## config.mk

```make
export PLATFORM = sky130hd
export DESIGN_NAME = utxc_ctrl
export DESIGN_NICKNAME = d
export VERILOG_FILES = /design/src/core/utxc_pkg.sv /design/src/core/utxc_ctrl.sv
export SDC_FILE = /design/constraint.sdc
export NUM_CORES = 1
export LEC_CHECK = 0
export BUFFER_PORTS_ARGS = -buffer_cell sky130_fd_sc_hd__buf_4
export CAP_MARGIN = 20
export CORE_MARGIN = 8
export CORE_UTILIZATION = 41
export DETAILED_ROUTE_END_ITERATION = 7
export PLACE_DENSITY = 0.61
export SETUP_SLACK_MARGIN = 0.05
export SLEW_MARGIN = 20
export SYNTH_ARGS = -nofsm -noshare
export SYNTH_HDL_FRONTEND = slang
export SYNTH_SLANG_ARGS = --single-unit
```

## constraint.sdc

```tcl
create_clock -name mclk_i -period 7.4 [get_ports mclk_i]
set_clock_uncertainty 0.2 [all_clocks]
set_input_delay 2.22 -clock mclk_i [delete_from_list [all_inputs] [get_ports mclk_i]]
set_output_delay 2.22 -clock mclk_i [all_outputs]
set_load 0.02 [all_outputs]
```

## src/core/utxc_pkg.sv

```systemverilog
// Package with register map, field positions and carrier types of the IN endpoint control block.
package utxc_pkg;

	// Register byte addresses.
	localparam logic [9:0] UTXC_EP1_LOW_OFS  = 10'h112;
	localparam logic [9:0] UTXC_EP1_HIGH_OFS = 10'h113;
	localparam logic [9:0] UTXC_EP2_HIGH_OFS = 10'h123;
	localparam logic [9:0] UTXC_EP3_HIGH_OFS = 10'h133;
	localparam logic [9:0] UTXC_INT_STAT_OFS = 10'h140;
	localparam logic [9:0] UTXC_INT_MASK_OFS = 10'h141;
	localparam logic [9:0] UTXC_MODE_OFS     = 10'h142;

	// Field positions of the low control and status register.
	localparam int UTXC_SHORTFALL_BIT = 7;
	localparam int UTXC_TOGGLE_ZERO_BIT = 6;
	localparam int UTXC_STALL_SENT_BIT = 5;
	localparam int UTXC_STALL_REQ_BIT = 4;
	localparam int UTXC_DISCARD_BIT = 3;
	localparam int UTXC_UNDERRUN_BIT = 2;
	localparam int UTXC_OCCUPIED_BIT = 1;
	localparam int UTXC_READY_BIT = 0;

	// Interrupt status bit positions.
	localparam int UTXC_IRQ_SENT_BIT = 0;
	localparam int UTXC_IRQ_DISCARD_BIT = 1;
	localparam int UTXC_IRQ_STALL_BIT = 2;
	localparam int UTXC_IRQ_UNDERRUN_BIT = 3;
	localparam int UTXC_IRQ_SHORTFALL_BIT = 4;

	// Mode register bit positions.
	localparam int UTXC_MODE_ISO_BIT = 0;
	localparam int UTXC_MODE_DOUBLE_BIT = 1;

	// Reset values and packet count constants.
	localparam logic [7:0] UTXC_LOW_RST  = 8'h00;
	localparam logic [7:0] UTXC_HIGH_RST = 8'h00;
	localparam logic [7:0] UTXC_ZERO8    = 8'h00;
	localparam logic [4:0] UTXC_IRQ_RST  = 5'h00;
	localparam logic [1:0] UTXC_CNT_ZERO = 2'h0;
	localparam logic [1:0] UTXC_CNT_TWO  = 2'h2;
	localparam logic [1:0] UTXC_CNT_ONE  = 2'h1;

	// Events reported by the USB link engine.
	typedef struct packed {
		logic in_token;
		logic pkt_sent;
		logic pkt_loaded;
		logic split_short;
	} utxc_link_type;

	// Responses to the link engine.
	typedef struct packed {
		logic send_stall;
		logic send_nak;
		logic fifo_flush;
		logic load_abort;
		logic toggle_clear;
	} utxc_resp_type;

endpackage : utxc_pkg

```

## src/core/utxc_ctrl.sv

```systemverilog
// IN endpoint control and status logic with register port and interrupt.
`timescale 1ns/1ns
`default_nettype none
// Functional notes
// - Bit 7 is set when a split isochronous packet lacked IN tokens to go out whole.
// - Writing one to bit 6 forces the data toggle to zero.
// - Sending a STALL sets bit 5, flushes the FIFO and clears packet ready.
// - While bit 4 is one, IN tokens are answered with STALL; clearing it ends that.
// - The stall request is ignored in isochronous mode.
// - Writing one to bit 3 drops the latest packet, resets the pointer, clears ready, interrupts.
// - Discard and ready written together abort the packet being loaded.
// - Bit 2 is set when an IN token that draws no STALL arrives with packet ready clear.
// - Bit 1 is set while the FIFO holds at least one packet.
// - Packet ready clears when a packet is sent, and an interrupt is raised.
// - With double buffering, ready clears when the second packet is loaded.
// - The low register of endpoint 1 is at 0x112 and resets to 0x00.
// - Endpoints 1 to 3 each have an 8-bit high control register at 0x113, 0x123, 0x133.
module utxc_ctrl
	import utxc_pkg::*;
(
	// Clock and reset.
	input  wire logic          mclk_i,
	input  wire logic          rst_i,
	// Register port.
	input  wire logic [9:0]    addr_i,
	input  wire logic [7:0]    wdata_i,
	input  wire logic          wr_i,
	input  wire logic          rd_i,
	output var  logic [7:0]    rdata_o,
	// Link engine.
	input  wire utxc_link_type link_i,
	output var  utxc_resp_type resp_o,
	output var  logic          toggle_o,
	// Interrupt.
	output var  logic          irq_o
);

	// Register state.
	logic [7:0]    low_reg, low_next;
	logic [7:0]    hi1_reg, hi2_reg, hi3_reg;
	logic [4:0]    ist_reg, ist_next;
	logic [4:0]    msk_reg;
	logic [1:0]    mode_reg;
	logic [1:0]    cnt_reg, cnt_next;
	logic          tog_reg, tog_next;
	logic [7:0]    rdata_reg, rdata_next;
	utxc_resp_type resp_reg, resp_next;
	logic          irq_reg;

	// Address decode.
	wire logic wr_low  = wr_i && (addr_i == UTXC_EP1_LOW_OFS);
	wire logic wr_h1   = wr_i && (addr_i == UTXC_EP1_HIGH_OFS);
	wire logic wr_h2   = wr_i && (addr_i == UTXC_EP2_HIGH_OFS);
	wire logic wr_h3   = wr_i && (addr_i == UTXC_EP3_HIGH_OFS);
	wire logic wr_ist  = wr_i && (addr_i == UTXC_INT_STAT_OFS);
	wire logic wr_msk  = wr_i && (addr_i == UTXC_INT_MASK_OFS);
	wire logic wr_mode = wr_i && (addr_i == UTXC_MODE_OFS);

	// Mode and command decode.
	wire logic iso      = mode_reg[UTXC_MODE_ISO_BIT];
	wire logic dbl      = mode_reg[UTXC_MODE_DOUBLE_BIT];
	wire logic ready    = low_reg[UTXC_READY_BIT];
	wire logic stall_on = low_reg[UTXC_STALL_REQ_BIT] && !iso;
	wire logic discard  = wr_low && wdata_i[UTXC_DISCARD_BIT];
	wire logic set_rdy  = wr_low && wdata_i[UTXC_READY_BIT];
	wire logic abort    = discard && set_rdy;
	wire logic stall_tx = link_i.in_token && stall_on;
	wire logic underrun = link_i.in_token && !stall_on && !ready;
	wire logic sent     = link_i.pkt_sent && ready && !stall_tx;
	wire logic dbl_room = dbl && link_i.pkt_loaded && (cnt_reg == UTXC_CNT_ONE);

	// Next value of the low register; hardware sets win over software clears.
	always_comb begin
		low_next = low_reg;
		if (wr_low) begin
			low_next[UTXC_SHORTFALL_BIT]  = low_reg[UTXC_SHORTFALL_BIT] & wdata_i[UTXC_SHORTFALL_BIT];
			low_next[UTXC_STALL_SENT_BIT] = low_reg[UTXC_STALL_SENT_BIT]
				& wdata_i[UTXC_STALL_SENT_BIT];
			low_next[UTXC_UNDERRUN_BIT]   = low_reg[UTXC_UNDERRUN_BIT] & wdata_i[UTXC_UNDERRUN_BIT];
			low_next[UTXC_STALL_REQ_BIT]  = wdata_i[UTXC_STALL_REQ_BIT];
			if (set_rdy && !discard) begin
				low_next[UTXC_READY_BIT] = 1'b1;
			end
		end
		if (sent || dbl_room || discard) begin
			low_next[UTXC_READY_BIT] = 1'b0;
		end
		if (stall_tx) begin
			low_next[UTXC_STALL_SENT_BIT] = 1'b1;
			low_next[UTXC_READY_BIT]      = 1'b0;
		end
		if (underrun) begin
			low_next[UTXC_UNDERRUN_BIT] = 1'b1;
		end
		if (link_i.split_short && iso) begin
			low_next[UTXC_SHORTFALL_BIT] = 1'b1;
		end
		low_next[UTXC_TOGGLE_ZERO_BIT] = 1'b0;
		low_next[UTXC_DISCARD_BIT]     = 1'b0;
		low_next[UTXC_OCCUPIED_BIT]    = (cnt_next != UTXC_CNT_ZERO);
	end

	// Packet count in the FIFO; one or two slots.
	always_comb begin
		cnt_next = cnt_reg;
		if (link_i.pkt_loaded && (cnt_reg != UTXC_CNT_TWO) && (dbl || cnt_reg == UTXC_CNT_ZERO)) begin
			cnt_next = cnt_reg + UTXC_CNT_ONE;
		end
		if (sent && cnt_reg != UTXC_CNT_ZERO) begin
			cnt_next = cnt_next - UTXC_CNT_ONE;
		end
		if (discard && cnt_reg != UTXC_CNT_ZERO) begin
			cnt_next = cnt_reg - UTXC_CNT_ONE;
		end
		if (stall_tx) begin
			cnt_next = UTXC_CNT_ZERO;
		end
	end

	// Data toggle: cleared by command, flipped on each packet sent.
	always_comb begin
		tog_next = tog_reg ^ sent;
		if (wr_low && wdata_i[UTXC_TOGGLE_ZERO_BIT]) begin
			tog_next = 1'b0;
		end
	end

	// Interrupt status: events set, writing one clears, set wins.
	wire logic [4:0] ist_set = {link_i.split_short && iso, underrun, stall_tx, discard, sent};
	always_comb begin
		ist_next = ist_reg;
		if (wr_ist) begin
			ist_next = ist_reg & ~wdata_i[4:0];
		end
		ist_next = ist_next | ist_set;
	end

	// Read data and link responses.
	always_comb begin
		unique case (addr_i)
			UTXC_EP1_LOW_OFS:  rdata_next = low_reg;
			UTXC_EP1_HIGH_OFS: rdata_next = hi1_reg;
			UTXC_EP2_HIGH_OFS: rdata_next = hi2_reg;
			UTXC_EP3_HIGH_OFS: rdata_next = hi3_reg;
			UTXC_INT_STAT_OFS: rdata_next = {3'h0, ist_reg};
			UTXC_INT_MASK_OFS: rdata_next = {3'h0, msk_reg};
			UTXC_MODE_OFS:     rdata_next = {6'h00, mode_reg};
			default:           rdata_next = UTXC_ZERO8;
		endcase
		if (!rd_i) begin
			rdata_next = UTXC_ZERO8;
		end
		resp_next.send_stall   = stall_tx;
		resp_next.send_nak     = underrun;
		resp_next.fifo_flush   = stall_tx || discard;
		resp_next.load_abort   = abort;
		resp_next.toggle_clear = wr_low && wdata_i[UTXC_TOGGLE_ZERO_BIT];
	end

	// State registers.
	always_ff @(posedge mclk_i) begin
		if (rst_i) begin
			low_reg   <= UTXC_LOW_RST;
			cnt_reg   <= UTXC_CNT_ZERO;
			tog_reg   <= 1'b0;
			ist_reg   <= UTXC_IRQ_RST;
			msk_reg   <= UTXC_IRQ_RST;
			mode_reg  <= 2'h0;
			rdata_reg <= UTXC_ZERO8;
			resp_reg  <= '0;
			irq_reg   <= 1'b0;
		end else begin
			low_reg   <= low_next;
			cnt_reg   <= cnt_next;
			tog_reg   <= tog_next;
			ist_reg   <= ist_next;
			msk_reg   <= wr_msk ? wdata_i[4:0] : msk_reg;
			mode_reg  <= wr_mode ? wdata_i[1:0] : mode_reg;
			rdata_reg <= rdata_next;
			resp_reg  <= resp_next;
			irq_reg   <= |(ist_next & (wr_msk ? wdata_i[4:0] : msk_reg));
		end
	end

	// High control registers, plain storage for the outside transfer logic.
	always_ff @(posedge mclk_i) begin
		if (rst_i) begin
			hi1_reg <= UTXC_HIGH_RST;
			hi2_reg <= UTXC_HIGH_RST;
			hi3_reg <= UTXC_HIGH_RST;
		end else begin
			hi1_reg <= wr_h1 ? wdata_i : hi1_reg;
			hi2_reg <= wr_h2 ? wdata_i : hi2_reg;
			hi3_reg <= wr_h3 ? wdata_i : hi3_reg;
		end
	end

	// Outputs straight from flip-flops.
	assign rdata_o  = rdata_reg;
	assign resp_o   = resp_reg;
	assign toggle_o = tog_reg;
	assign irq_o    = irq_reg;

	// Checks.
	stall_sets_flag_a: assert property (@(posedge mclk_i) disable iff (rst_i)
		stall_tx |=> low_reg[UTXC_STALL_SENT_BIT] && !low_reg[UTXC_READY_BIT] && resp_o.fifo_flush)
		else $error("stall did not set flag or clear ready");
	iso_no_stall_a: assert property (@(posedge mclk_i) disable iff (rst_i)
		(iso && link_i.in_token) |=> !resp_o.send_stall)
		else $error("stall sent in isochronous mode");
	stall_req_a: assert property (@(posedge mclk_i) disable iff (rst_i)
		(link_i.in_token && low_reg[UTXC_STALL_REQ_BIT] && !iso) |=> resp_o.send_stall)
		else $error("stall request not answered");
	toggle_zero_a: assert property (@(posedge mclk_i) disable iff (rst_i)
		(wr_low && wdata_i[UTXC_TOGGLE_ZERO_BIT]) |=> !toggle_o && resp_o.toggle_clear)
		else $error("toggle not cleared");
	underrun_flag_a: assert property (@(posedge mclk_i) disable iff (rst_i)
		underrun |=> low_reg[UTXC_UNDERRUN_BIT])
		else $error("underrun flag not set");
	occupied_flag_a: assert property (@(posedge mclk_i) disable iff (rst_i)
		low_reg[UTXC_OCCUPIED_BIT] == (cnt_reg != UTXC_CNT_ZERO))
		else $error("occupied flag wrong");
	discard_clear_a: assert property (@(posedge mclk_i) disable iff (rst_i)
		discard |=> !low_reg[UTXC_READY_BIT] && resp_o.fifo_flush ##1 irq_o || !msk_reg[1])
		else $error("discard did not clear ready");
	abort_load_a: assert property (@(posedge mclk_i) disable iff (rst_i)
		abort |=> resp_o.load_abort)
		else $error("load not aborted");
	sent_clears_a: assert property (@(posedge mclk_i) disable iff (rst_i)
		sent |=> !low_reg[UTXC_READY_BIT] && ist_reg[UTXC_IRQ_SENT_BIT])
		else $error("ready not cleared after send");
	flag_keep_a: assert property (@(posedge mclk_i) disable iff (rst_i)
		(wr_low && wdata_i[UTXC_UNDERRUN_BIT] && low_reg[UTXC_UNDERRUN_BIT]) |=>
		low_reg[UTXC_UNDERRUN_BIT])
		else $error("flag lost on write of one");
	shortfall_a: assert property (@(posedge mclk_i) disable iff (rst_i)
		(link_i.split_short && iso) |=> low_reg[UTXC_SHORTFALL_BIT])
		else $error("shortfall flag not set");
	cover_sent_c: cover property (@(posedge mclk_i) disable iff (rst_i) sent);
	cover_stall_c: cover property (@(posedge mclk_i) disable iff (rst_i) stall_tx);
	cover_dbl_c: cover property (@(posedge mclk_i) disable iff (rst_i) dbl_room);
	cover_abort_c: cover property (@(posedge mclk_i) disable iff (rst_i) abort);
	cover_short_c: cover property (@(posedge mclk_i) disable iff (rst_i) link_i.split_short && iso);

	// Reset and register map checks.
	// Reset leaves the low register clear and the outputs quiet.
	rst_low_a: assert property (@(posedge mclk_i) rst_i |=>
		(low_reg == UTXC_LOW_RST) && !irq_o && (rdata_o == UTXC_ZERO8))
		else $error("low register not at reset value");
	// A read of the low register returns its content in the next cycle.
	read_low_a: assert property (@(posedge mclk_i) disable iff (rst_i)
		(rd_i && (addr_i == UTXC_EP1_LOW_OFS)) |=> (rdata_o == $past(low_reg)))
		else $error("low register read wrong");
	// A write to the first high register stores the whole byte.
	hi1_write_a: assert property (@(posedge mclk_i) disable iff (rst_i)
		wr_h1 |=> (hi1_reg == $past(wdata_i)))
		else $error("first high register not written");
	// A write to the second high register stores the whole byte.
	hi2_write_a: assert property (@(posedge mclk_i) disable iff (rst_i)
		wr_h2 |=> (hi2_reg == $past(wdata_i)))
		else $error("second high register not written");
	// A write to the third high register stores the whole byte.
	hi3_write_a: assert property (@(posedge mclk_i) disable iff (rst_i)
		wr_h3 |=> (hi3_reg == $past(wdata_i)))
		else $error("third high register not written");
	// The high registers change only through their own writes.
	high_keep_a: assert property (@(posedge mclk_i) disable iff (rst_i)
		!(wr_h1 || wr_h2 || wr_h3) |=> $stable({hi1_reg, hi2_reg, hi3_reg}))
		else $error("high register changed without a write");
	// A read of the third high register returns its content in the next cycle.
	read_high_a: assert property (@(posedge mclk_i) disable iff (rst_i)
		(rd_i && (addr_i == UTXC_EP3_HIGH_OFS)) |=> (rdata_o == $past(hi3_reg)))
		else $error("high register read wrong");

	// Stall and discard checks.
	// A STALL empties the packet count and drops the occupied flag.
	stall_cnt_a: assert property (@(posedge mclk_i) disable iff (rst_i)
		stall_tx |=> (cnt_reg == UTXC_CNT_ZERO) && !low_reg[UTXC_OCCUPIED_BIT])
		else $error("stall did not empty the count");
	// A STALL is reported in the interrupt status.
	stall_irq_a: assert property (@(posedge mclk_i) disable iff (rst_i)
		stall_tx |=> ist_reg[UTXC_IRQ_STALL_BIT])
		else $error("stall not in interrupt status");
	// The flush pulse comes only from a STALL or a discard.
	flush_only_a: assert property (@(posedge mclk_i) disable iff (rst_i)
		!(stall_tx || discard) |=> !resp_o.fifo_flush)
		else $error("flush without cause");
	// With the request bit clear an IN token never draws a STALL.
	stall_end_a: assert property (@(posedge mclk_i) disable iff (rst_i)
		(link_i.in_token && !low_reg[UTXC_STALL_REQ_BIT]) |=> !resp_o.send_stall)
		else $error("stall sent without request");
	// In isochronous mode an IN token without a ready packet is an underrun.
	iso_nak_a: assert property (@(posedge mclk_i) disable iff (rst_i)
		(iso && link_i.in_token && !ready) |=> resp_o.send_nak)
		else $error("isochronous token not handled as underrun");
	// A discard removes exactly one packet from the count.
	discard_cnt_a: assert property (@(posedge mclk_i) disable iff (rst_i)
		(discard && (cnt_reg != UTXC_CNT_ZERO) && !stall_tx) |=>
		(cnt_reg == $past(cnt_reg) - UTXC_CNT_ONE))
		else $error("discard did not drop one packet");
	// A discard is reported in the interrupt status.
	discard_irq_a: assert property (@(posedge mclk_i) disable iff (rst_i)
		discard |=> ist_reg[UTXC_IRQ_DISCARD_BIT])
		else $error("discard not in interrupt status");
	// An aborted load never leaves packet ready set.
	abort_ready_a: assert property (@(posedge mclk_i) disable iff (rst_i)
		abort |=> !low_reg[UTXC_READY_BIT])
		else $error("ready set after abort");
	// The abort pulse comes only from discard and ready written together.
	abort_only_a: assert property (@(posedge mclk_i) disable iff (rst_i)
		!abort |=> !resp_o.load_abort)
		else $error("abort without cause");

	// Flag, toggle and interrupt checks.
	// The shortfall flag rises only on a split shortfall in isochronous mode.
	shortfall_iso_a: assert property (@(posedge mclk_i) disable iff (rst_i)
		(!low_reg[UTXC_SHORTFALL_BIT] && !(link_i.split_short && iso)) |=>
		!low_reg[UTXC_SHORTFALL_BIT])
		else $error("shortfall flag set without cause");
	// A shortfall is reported in the interrupt status.
	shortfall_irq_a: assert property (@(posedge mclk_i) disable iff (rst_i)
		(link_i.split_short && iso) |=> ist_reg[UTXC_IRQ_SHORTFALL_BIT])
		else $error("shortfall not in interrupt status");
	// The toggle changes only on a packet sent or a clear command.
	toggle_hold_a: assert property (@(posedge mclk_i) disable iff (rst_i)
		(!sent && !(wr_low && wdata_i[UTXC_TOGGLE_ZERO_BIT])) |=> $stable(toggle_o))
		else $error("toggle changed without cause");
	// An underrun is reported in the interrupt status.
	underrun_irq_a: assert property (@(posedge mclk_i) disable iff (rst_i)
		underrun |=> ist_reg[UTXC_IRQ_UNDERRUN_BIT])
		else $error("underrun not in interrupt status");
	// A loaded packet that nothing removes leaves the FIFO occupied.
	loaded_occ_a: assert property (@(posedge mclk_i) disable iff (rst_i)
		(link_i.pkt_loaded && !stall_tx && !discard && !sent) |=> low_reg[UTXC_OCCUPIED_BIT])
		else $error("occupied flag not set after load");
	// The interrupt line follows the unmasked status bits.
	irq_level_a: assert property (@(posedge mclk_i) disable iff (rst_i)
		irq_o == (|(ist_reg & msk_reg)))
		else $error("interrupt line does not follow status");
	// An unmasked packet sent raises the interrupt line.
	sent_irq_a: assert property (@(posedge mclk_i) disable iff (rst_i)
		(sent && msk_reg[UTXC_IRQ_SENT_BIT] && !wr_msk) |=> irq_o)
		else $error("no interrupt after send");
	// Loading the second packet clears packet ready.
	dbl_ready_a: assert property (@(posedge mclk_i) disable iff (rst_i)
		dbl_room |=> !low_reg[UTXC_READY_BIT])
		else $error("ready kept on second load");
	// The FIFO never counts more than two packets.
	cnt_max_a: assert property (@(posedge mclk_i) disable iff (rst_i)
		cnt_reg <= UTXC_CNT_TWO)
		else $error("packet count above two");
	// Writing one keeps the stall-sent flag.
	stall_keep_a: assert property (@(posedge mclk_i) disable iff (rst_i)
		(wr_low && wdata_i[UTXC_STALL_SENT_BIT] && low_reg[UTXC_STALL_SENT_BIT]) |=>
		low_reg[UTXC_STALL_SENT_BIT])
		else $error("stall flag lost on write of one");
	// Writing one keeps the shortfall flag.
	short_keep_a: assert property (@(posedge mclk_i) disable iff (rst_i)
		(wr_low && wdata_i[UTXC_SHORTFALL_BIT] && low_reg[UTXC_SHORTFALL_BIT]) |=>
		low_reg[UTXC_SHORTFALL_BIT])
		else $error("shortfall flag lost on write of one");
	// Writing zero clears the underrun flag unless a new underrun comes.
	under_clear_a: assert property (@(posedge mclk_i) disable iff (rst_i)
		(wr_low && !wdata_i[UTXC_UNDERRUN_BIT] && !underrun) |=> !low_reg[UTXC_UNDERRUN_BIT])
		else $error("underrun flag not cleared");
	// Writing zero clears the stall-sent flag unless a new STALL goes out.
	stall_clear_a: assert property (@(posedge mclk_i) disable iff (rst_i)
		(wr_low && !wdata_i[UTXC_STALL_SENT_BIT] && !stall_tx) |=>
		!low_reg[UTXC_STALL_SENT_BIT])
		else $error("stall flag not cleared");

endmodule : utxc_ctrl
`default_nettype wire

```

[Word-level counts from Yosys, hierarchy flattened]
Cells that the tools add are included.
Operators by class
  multiplexer cells: 13
  bitwise operators: 9
  add/subtract/negate cells: 3
  eq/ne operators: 9
  reductions and logical operators: 45
Operators by type and width (count)
  == test 10 x 9 -> 1 bit (second input constant): 7
  one-hot mux 8 bit (7 select lines): 1
  logical AND 1 bit: 25
  bitwise AND 5 bit: 2
  2-to-1 mux 2 bit: 5
  2-to-1 mux 5 bit: 2
  nonzero test 2 bit: 5
  logical NOT 1 bit: 5
  2-to-1 mux 1 bit: 5
  NOT 5 bit: 1
  OR 5 bit: 1
  OR reduction 5 bit: 1
  logical OR 1 bit: 4
  OR reduction 2 bit: 2
  subtractor 2 x 1 -> 2 bit (second input constant): 2
  bitwise AND 1 bit: 3
  OR reduction 3 bit: 1
  adder 2 x 1 -> 2 bit (second input constant): 1
  == test 2 x 1 -> 1 bit (second input constant): 1
  logical NOT 2 bit: 1
  != test 2 bit (second input constant): 1
  AND reduction 2 bit: 1
  NOT 1 bit: 1
  XOR 1 bit: 1
Storage, ports and cells
  bits of input ports: 26
  flip-flop bits (word level): 61
  output and inout bits: 15

[Longest topological paths before layout]
Gate-level depths: netlist (run 1).
  depth after elaboration: 10
  depth in mapped cells: 8
  mapped depth without buffers: 8

[Worst setup path after synthesis (run 1)]
OpenSTA, ideal clock, no wires.
  kind: input to register
  start point: in addr_i[3]
  end point: reg irq_reg, in the netlist irq_o
  data arrival time: 4014 ps
  stages: 7
  slack: 3067 ps
  data required time: 7080 ps
  cell sequence: or3_4 -> or4_4 -> buf_6 -> mux2_4 -> o21ai_2 -> o221ai_2 -> o31a_1
On the way
  cells in the longest elaborated chain, start to end: 6
  elaborated cells between the ends (all ways): 12
  those cells by class: 3 x eq/ne; 2 x mux; 2 x bitwise; 5 x reduce/logical
Ends and longest elaborated chain
  start, declared: RTL line utxc_ctrl.sv:25  | input wire logic [9:0] addr_i,
  == test 10 x 9 -> 1 bit, on equally long branches: RTL line utxc_ctrl.sv:55, utxc_ctrl.sv:51
  logical AND 1 bit, on equally long branches: RTL line utxc_ctrl.sv:55, utxc_ctrl.sv:51
  2-to-1 mux 5 bit / logical AND 1 bit (equally long branches): RTL line utxc_ctrl.sv:132, utxc_ctrl.sv:64
  OR 5 bit: RTL line utxc_ctrl.sv:135  | ist_next = ist_next | ist_set;
  bitwise AND 5 bit (*): RTL line utxc_ctrl.sv:181  | irq_reg <= |(ist_next & (wr_msk ? wdata_i[4:0] : msk_reg));
  OR reduction 5 bit (*): RTL line utxc_ctrl.sv:181
  end signal, assigned: RTL line utxc_ctrl.sv:181
  end, declared: RTL line utxc_ctrl.sv:48  | logic irq_reg;
Mark *: on every way between the ends. The rest lies on a longest branch, timed or not.
A chain may end at the register's enable or synchronous reset.

[Worst setup path in the final report (run 1)]
  start point: in addr_i[3]
  end point: reg low_reg[5]
On the way
  cells in the longest elaborated chain, start to end: 3
Ends and longest elaborated chain
  == test 10 x 9 -> 1 bit: RTL line utxc_ctrl.sv:51  | wire logic wr_low = wr_i && (addr_i == UTXC_EP1_LOW_OFS);
  logical AND 1 bit: RTL line utxc_ctrl.sv:51
  nonzero test 2 bit (no line)
  end signal, assigned: RTL line utxc_ctrl.sv:173  | low_reg <= low_next;
  end, declared: RTL line utxc_ctrl.sv:39  | logic [7:0] low_reg, low_next;
No other way between the ends.

==> results.yml, run 1 <==
timing:
  setup_viol: 0
  period_needed_ns: 4.66
  tns_ns: 0
  slew_headroom_pct: 29.0
  drv_slew: 0
  period_share_pct: 63.0
  timing.fmax_mhz: 215
  grt_setup_unrepaired: "no"
  tightest_slew_ns: 1.06
  hold_violations: 0
setup_path:
  required_ns: 7.42
  max_stage_delay_ns: 0.72
  worstSetupEndpointType: "flip-flop"
  reg2regPathDepth: 7
  critical_path_class: "in -> reg"
  startpoint_type: "input port"
  r2r_slack_ns: 5.17
  worstPathCellList: "buf_4 > or3_4 > nor4b_1 > nor2b_1 > nand2_1 > o21ai_0 > a21oi_1"
  reg2reg_to: "low_reg[1]$_SDFF_PP0_"
  cp_slowest_cell: "nor2b_1"
  worstPathArrival_ns: 4.68
  worst-path-max-fanout: 9
  regToRegStartpoint: "cnt_reg[0]$_SDFF_PP0_"
hold_path:
  hold_end: "hi1_reg[5]$_SDFFE_PP0P_"
  holdPathStages: 2
  hold_start: "hi1_reg[5]$_SDFFE_PP0P_"
  min_path_type: "reg -> reg"
floorplanning:
  rows: 29
  die_w_um: 95.7
  start_util_pct: 41.7
  ios: 41
  die_area_um2: 9150
  core_um2: 6240
  die_height_um: 95.7
drt:
  first_pass_iters: 5
  vias_per_cell: 5.39
  ant_nets: 0
  wl_per_cell_um: 16.5
  wl_mm: 6.59
  drt_iter0_drc: 182
  via_count: 2156
  drc: 0
clock_tree:
  cts.repair.resized: 0
  cts_buffers: 9
  clkLatencyLatePin_ns: 0.34
  clock_tree.buffer_depth: 2
  cts_hold_buf: 0
  clk_pin_slew_ns: 0.08
  cts_sinks: 59
  post_cts_buffers: 0
  root_buffer: "clkbuf_8"
  cts_tree: "yes"
  htree_num_levels: 3
synthesis:
  yosys-top-cells-area: "dfxtp_1, mux2i_1, nor2_1"
  synth_nets: 308
  ys_types: 51
  synth.top_cell.area_share_pct: 45.4
  syn_area_per_cell_um2: 9.32
  ys_seq_area_share_pct: 45.4
  yosysTopAreaCell: "dfxtp_1"
  syn_inst: 279
  synth_area_um2: 2600
  synth_edf_count: 0
  yosys_register_bits: 59
  synth_flop_cell: "dfxtp_1"
  ys_warn_count: 0
  synth_async_sr_flop_share_pct: 0
place:
  dp_hpwl_mm: 4.65
  numPortBuffers: 40
  gp_congestion: 0.802
global_routing:
  antenna_found_initial: 0
  grtUsageTotal_pct: 15.6
  grt_overflow: 0
  grt_max_degree: 48
  grt_first_pass_wirelength_mm: 11.0
  grt_pass1_vias: 2124
power_and_ir_drop:
  p_total_uw: 732
  pwr_density_cell_nw_per_um2: 232
  p_leak_nw: 1.38
  ir_drop_mv: 0.184
layout:
  drive_gt1_share_pct: 22.0
  antenna_cells: 0
  regArea_um2: 1180
  multi_input_area_um2: 1340
  num-fill-cells: 611
  design.final.nets: 347
  area_growth_pct: 21.4
status:
  status: "finished clean"
job:
  maxCapViolCount: 0
cell usage in the layout (no fill, tap or decap), types with 2 or more instances in the layout:
cell type / netlist / final
nor2_1: 39 / 39
a21boi_0: 2 / 2
nand2_2: 2 / 2
a211oi_1: 2 / 2
inv_1: 7 / 7
and3b_1: 2 / 2
nand3_1: 9 / 9
nor3_1: 3 / 3
nand2_1: 21 / 21
nor3_2: 2 / 2
nor3b_1: 2 / 2
clkinv_4: 0 / 2
bufinv_16: 0 / 2
nand3b_1: 2 / 2
a21oi_1: 16 / 16
a22oi_1: 13 / 13
nor2b_1: 6 / 6
buf_4: 0 / 40
ha_1: 3 / 3
a222oi_1: 3 / 3
clkinv_2: 0 / 3
mux2_2: 4 / 4
clkbuf_8: 0 / 9
and3_1: 2 / 2
a31oi_1: 5 / 5
nand2b_1: 3 / 3
dfxtp_1: 59 / 59
mux2i_1: 31 / 31
o21ai_0: 6 / 6
power by group:
| group | leakage (nW) | total (mW) | switching [mW] | internal (mW) |
|---|---|---|---|---|
| logic | 0.790 | 0.0803 | 0.0437 | 0.0366 |
| registers | 0.476 | 0.331 | 0.00649 | 0.324 |
| clock network | 0.113 | 0.322 | 0.133 | 0.189 |
per-layer routing:
metal  global-route usage, %  part of all wire (%)  vias to the layer above  wire length [µm]
li1                        -                     -                     1080                 -
met4                    8.45                   1.7                        0               114
met3                    3.31                   5.2                       10               344
met2                    23.3                    45                       53              2990
met5                       0                     0                        -                 0
met1                    20.4                    48                     1013              3140
logic make-up (layout without fill, tap and decap cells):
kind of cell / count (synthesis) / in the layout / synth area share (%)
mux: 36 / 36 / 14.2
compound gates: 57 / 57 / 15.0
simple gates: 103 / 103 / 20.1
fa+ha+maj: 3 / 3 / 1.44
buf+inv: 19 / 63 / 3.17
xor+xnor: 2 / 2 / 0.674
flops: 59 / 59 / 45.4
worst max path at each step:
stage	startpoint	slack, ns	depth (start not counted)	endpoint
final	addr_i[3]	2.74	7	low_reg[5]$_SDFFE_PP0P_
after global routing	addr_i[3]	2.51	7	low_reg[2]$_SDFFE_PP0P_
after CTS	addr_i[3]	2.72	7	low_reg[5]$_SDFFE_PP0P_
after detailed placement	addr_i[3]	2.36	7	low_reg[5]$_SDFFE_PP0P_
after global placement	addr_i[3]	2.43	7	low_reg[5]$_SDFFE_PP0P_
after floorplan	addr_i[3]	3.07	7	irq_o$_SDFF_PP0_
cell usage after synthesis, types with 2 or more instances:
| cell | instances |
|---|---|
| a21oi_1 | 16 |
| mux2i_1 | 31 |
| nor3_1 | 3 |
| buf_2 | 3 |
| a31oi_1 | 5 |
| nand3_1 | 9 |
| nor3_2 | 2 |
| dfxtp_1 | 59 |
| and3b_1 | 2 |
| mux2_2 | 4 |
| nand3b_1 | 2 |
| inv_1 | 7 |
| nand2b_1 | 3 |
| ha_1 | 3 |
| and3_1 | 2 |
| a21boi_0 | 2 |
| nor2_1 | 39 |
| nor3b_1 | 2 |
| a222oi_1 | 3 |
| a211oi_1 | 2 |
| clkbuf_1 | 7 |
| a22oi_1 | 13 |
| nand2_1 | 21 |
| o21ai_0 | 6 |
| nor2b_1 | 6 |
| nand2_2 | 2 |
critical path, delay by kind of cell:
family / cells / cell delay (ns)
buf+inv: 1 / 0.11
simple gates: 4 / 2.04
compound gates: 2 / 0.32
through the flow:
stage               utilization, %  setup slack (ns)  instance area (µm²)  instances  hold slack [ns]
finish                        50.6              2.74                 3160        400            0.268
global route                  50.6              2.51                 3160        400            0.293
CTS                           50.6              2.72                 3160        400            0.267
detailed placement            47.1              2.36                 2940        384            0.257
global placement              47.1              2.43                 2940        384            0.248
floorplan                        -              3.07                 2600        279            0.232
cell type report:
| class | count | area share [%] |
|---|---|---|
| Multi-Input combinational cell | 201 | 42.4 |
| Sequential cell | 59 | 37.4 |
| Timing Repair Buffer | 40 | 9.51 |
| Clock buffer | 9 | 3.92 |
| Tap cell | 77 | 3.05 |
| Clock inverter | 7 | 2.93 |
| Inverter | 7 | 0.832 |
Power figures use the tool's default switching activity.
==> inputs of run 2 (changes only) <==
--- a/config.mk
+++ b/config.mk
@@ -10,7 +10,7 @@
 export CORE_MARGIN = 8
 export CORE_UTILIZATION = 41
 export DETAILED_ROUTE_END_ITERATION = 7
-export PLACE_DENSITY = 0.61
+export PLACE_DENSITY = 0.63
 export SETUP_SLACK_MARGIN = 0.05
 export SLEW_MARGIN = 20
 export SYNTH_ARGS = -nofsm -noshare
==> constraint.sdc (replaced) <==
create_clock -name mclk_i -period 4.1 [get_ports mclk_i]
set_clock_uncertainty 0.2 [all_clocks]
set_input_delay 1.23 -clock mclk_i [delete_from_list [all_inputs] [get_ports mclk_i]]
set_output_delay 1.23 -clock mclk_i [all_outputs]
set_load 0.02 [all_outputs]
==> run 2 against run 1 <==
Effect of this change: hold slack worse by 0.0054 ns; count of clock-buffer cells in the layout is 3 higher; non-clock buffer count rose by 7; design area is 2.0% higher; critical endpoint is now irq_o$_SDFF_PP0_; via count is 2.3% higher; core utilization increased by 1.0 points; sequential cell count unchanged; largest cell class unchanged; routed wire length rose by 3.1%; highest routed layer unchanged; worst setup slack got worse by 1.7 ns; sequential share of layout area fell by 0.74 points; power is 84% higher; combinational power up 82%.
==> results.yml, run 2 (synthesis gave the netlist of run 1 again) <==
layout:
  multi_input_area_um2: 1340
  most-common-layout-cells: "dfxtp_1, buf_4, nor2_1, mux2i_1, nand2_1"
  regArea_um2: 1180
  area_growth_pct: 23.9
  design.final.nets: 354
  final_area_um2: 3220
  antenna_cells: 0
  drive_gt1_share_pct: 23.3
  num-fill-cells: 617
  layout_commonest_cell: "dfxtp_1"
status:
  status: "finished clean"
global_routing:
  grt_max_degree: 48
  grt_overflow: 0
  antenna_found_initial: 0
  grt_first_pass_wirelength_mm: 11.0
  grt_pass1_vias: 2197
  grtUsageTotal_pct: 15.7
setup_path:
  worstPathArrival_ns: 3.15
  worstPathCellList: "buf_4 > or3_4 > or4_4 > mux2_4 > o21ai_2 > o221ai_2 > o31a_1"
  required_ns: 4.14
  max_stage_delay_ns: 0.61
  reg2regPathDepth: 7
  worst-path-max-fanout: 5
  startpoint_type: "input port"
  startpoint: "addr_i[3]"
  regToRegStartpoint: "cnt_reg[0]$_SDFF_PP0_"
  cp_slowest_cell: "or4_4"
  worstSetupEndpointType: "flip-flop"
  critical_path_class: "in -> reg"
power_and_ir_drop:
  swShare_pct: 24.0
  p_total_mw: 1.35
  comb_power_share_pct: 10.8
  p_leak_nw: 1.42
  internal_power_mw: 1.03
  ir_drop_mv: 0.289
  netSwitchingPower_uw: 325
  pwr_density_cell_nw_per_um2: 419
  seq_power_share_pct: 44.2
  p_clk_share_pct: 45.0
clock_tree:
  cts_hold_buf: 0
  cts_sinks: 59
  post_cts_buffers: 0
  clk_pin_slew_ns: 0.07
  cts.repair.resized: 0
  cts_buffers: 9
  clock_tree.buffer_depth: 2
  root_buffer: "clkbuf_8"
  clkLatencyLatePin_ns: 0.34
  htree_num_levels: 3
  cts_tree: "yes"
drt:
  wl_mm: 6.80
  ant_nets: 0
  via_count: 2206
  wl_per_cell_um: 16.7
  first_pass_iters: 5
  drt_iter0_drc: 221
  drc: 0
  vias_per_cell: 5.42
place:
  gp_congestion: 0.780
  placed_area_um2: 2990
  numPortBuffers: 40
  dp_hpwl_mm: 4.71
  dpl_worst_slack_ns: 0.636
floorplanning:
  start_util_pct: 41.7
  die_w_um: 95.7
  core_um2: 6240
  rows: 29
  die_area_um2: 9150
  ios: 41
  die_height_um: 95.7
timing:
  slew_headroom_pct: 59.9
  hold_violations: 0
  timing.fmax_mhz: 322
  tightest_slew_ns: 0.601
  tns_ns: 0
  period_share_pct: 75.8
  period_needed_ns: 3.11
  setup_ws_ns: 0.991
  grt_setup_unrepaired: "no"
  setup_viol: 0
  drv_slew: 0
hold_path:
  holdPathStages: 2
  min_path_type: "reg -> reg"
  hold_start: "hi1_reg[6]$_SDFFE_PP0P_"
job:
  maxCapViolCount: 0
run 2: changes by cell type in the layout (fill, tap and decap cells not counted):
cell | before | now
clkinv_2 | 3 | 1
clkinv_4 | 2 | 0
clkinvlp_4 | 0 | 1
clkbuf_8 | 9 | 11
buf_4 | 40 | 47
clkbuf_1 | 0 | 1
run 2: critical path: cells and delay by family:
kind                   cells  cell delay, ns
and+or+nand+nor            2            1.01
AOI/OAI and AO/OA          3            0.46
buffers and inverters      1            0.11
muxes                      1            0.33
run 2: power groups by stage:
stage	Clock, mW	Combinational, mW	Sequential [mW]
finish	0.607	0.146	0.597
global route	0.640	0.161	0.598
CTS	0.617	0.146	0.597
detailed placement	0	0.145	0.610
global placement	0	0.144	0.610
floorplan	0	0.0968	0.606
run 2: final timing paths:
kind	end	slack (ns)
hold reg to reg	hi1_reg[6]$_SDFFE_PP0P_	0.26
setup / recovery	irq_o$_SDFF_PP0_	0.99
hold / removal	hi1_reg[6]$_SDFFE_PP0P_	0.26
setup reg to reg	low_reg[1]$_SDFF_PP0_	1.90
run 2: layer usage:
layer	global-route usage (%)	vias to the layer above	wire, µm
met4	7.17	0	87
met1	20.2	1047	3090
li1	-	1088	-
met5	0	-	0
met3	3.94	9	476
met2	23.9	62	3140
run 2: through the flow:
| step | std cells | utilization (%) | hold slack [ns] |
|---|---|---|---|
| floorplan | 279 | - | 0.232 |
| global placement | 391 | 48.0 | 0.247 |
| detailed placement | 391 | 48.0 | 0.249 |
| CTS | 407 | 51.6 | 0.259 |
| global route | 407 | 51.6 | 0.291 |
| finish | 407 | 51.6 | 0.263 |
run 2: layout make-up:
type	instances	area share, %
Timing Repair Buffer	47	11.0
Clock inverter	4	2.25
Clock buffer	12	4.82
Multi-Input combinational cell	201	41.5
Inverter	7	0.816
Tap cell	77	2.99
Sequential cell	59	36.7
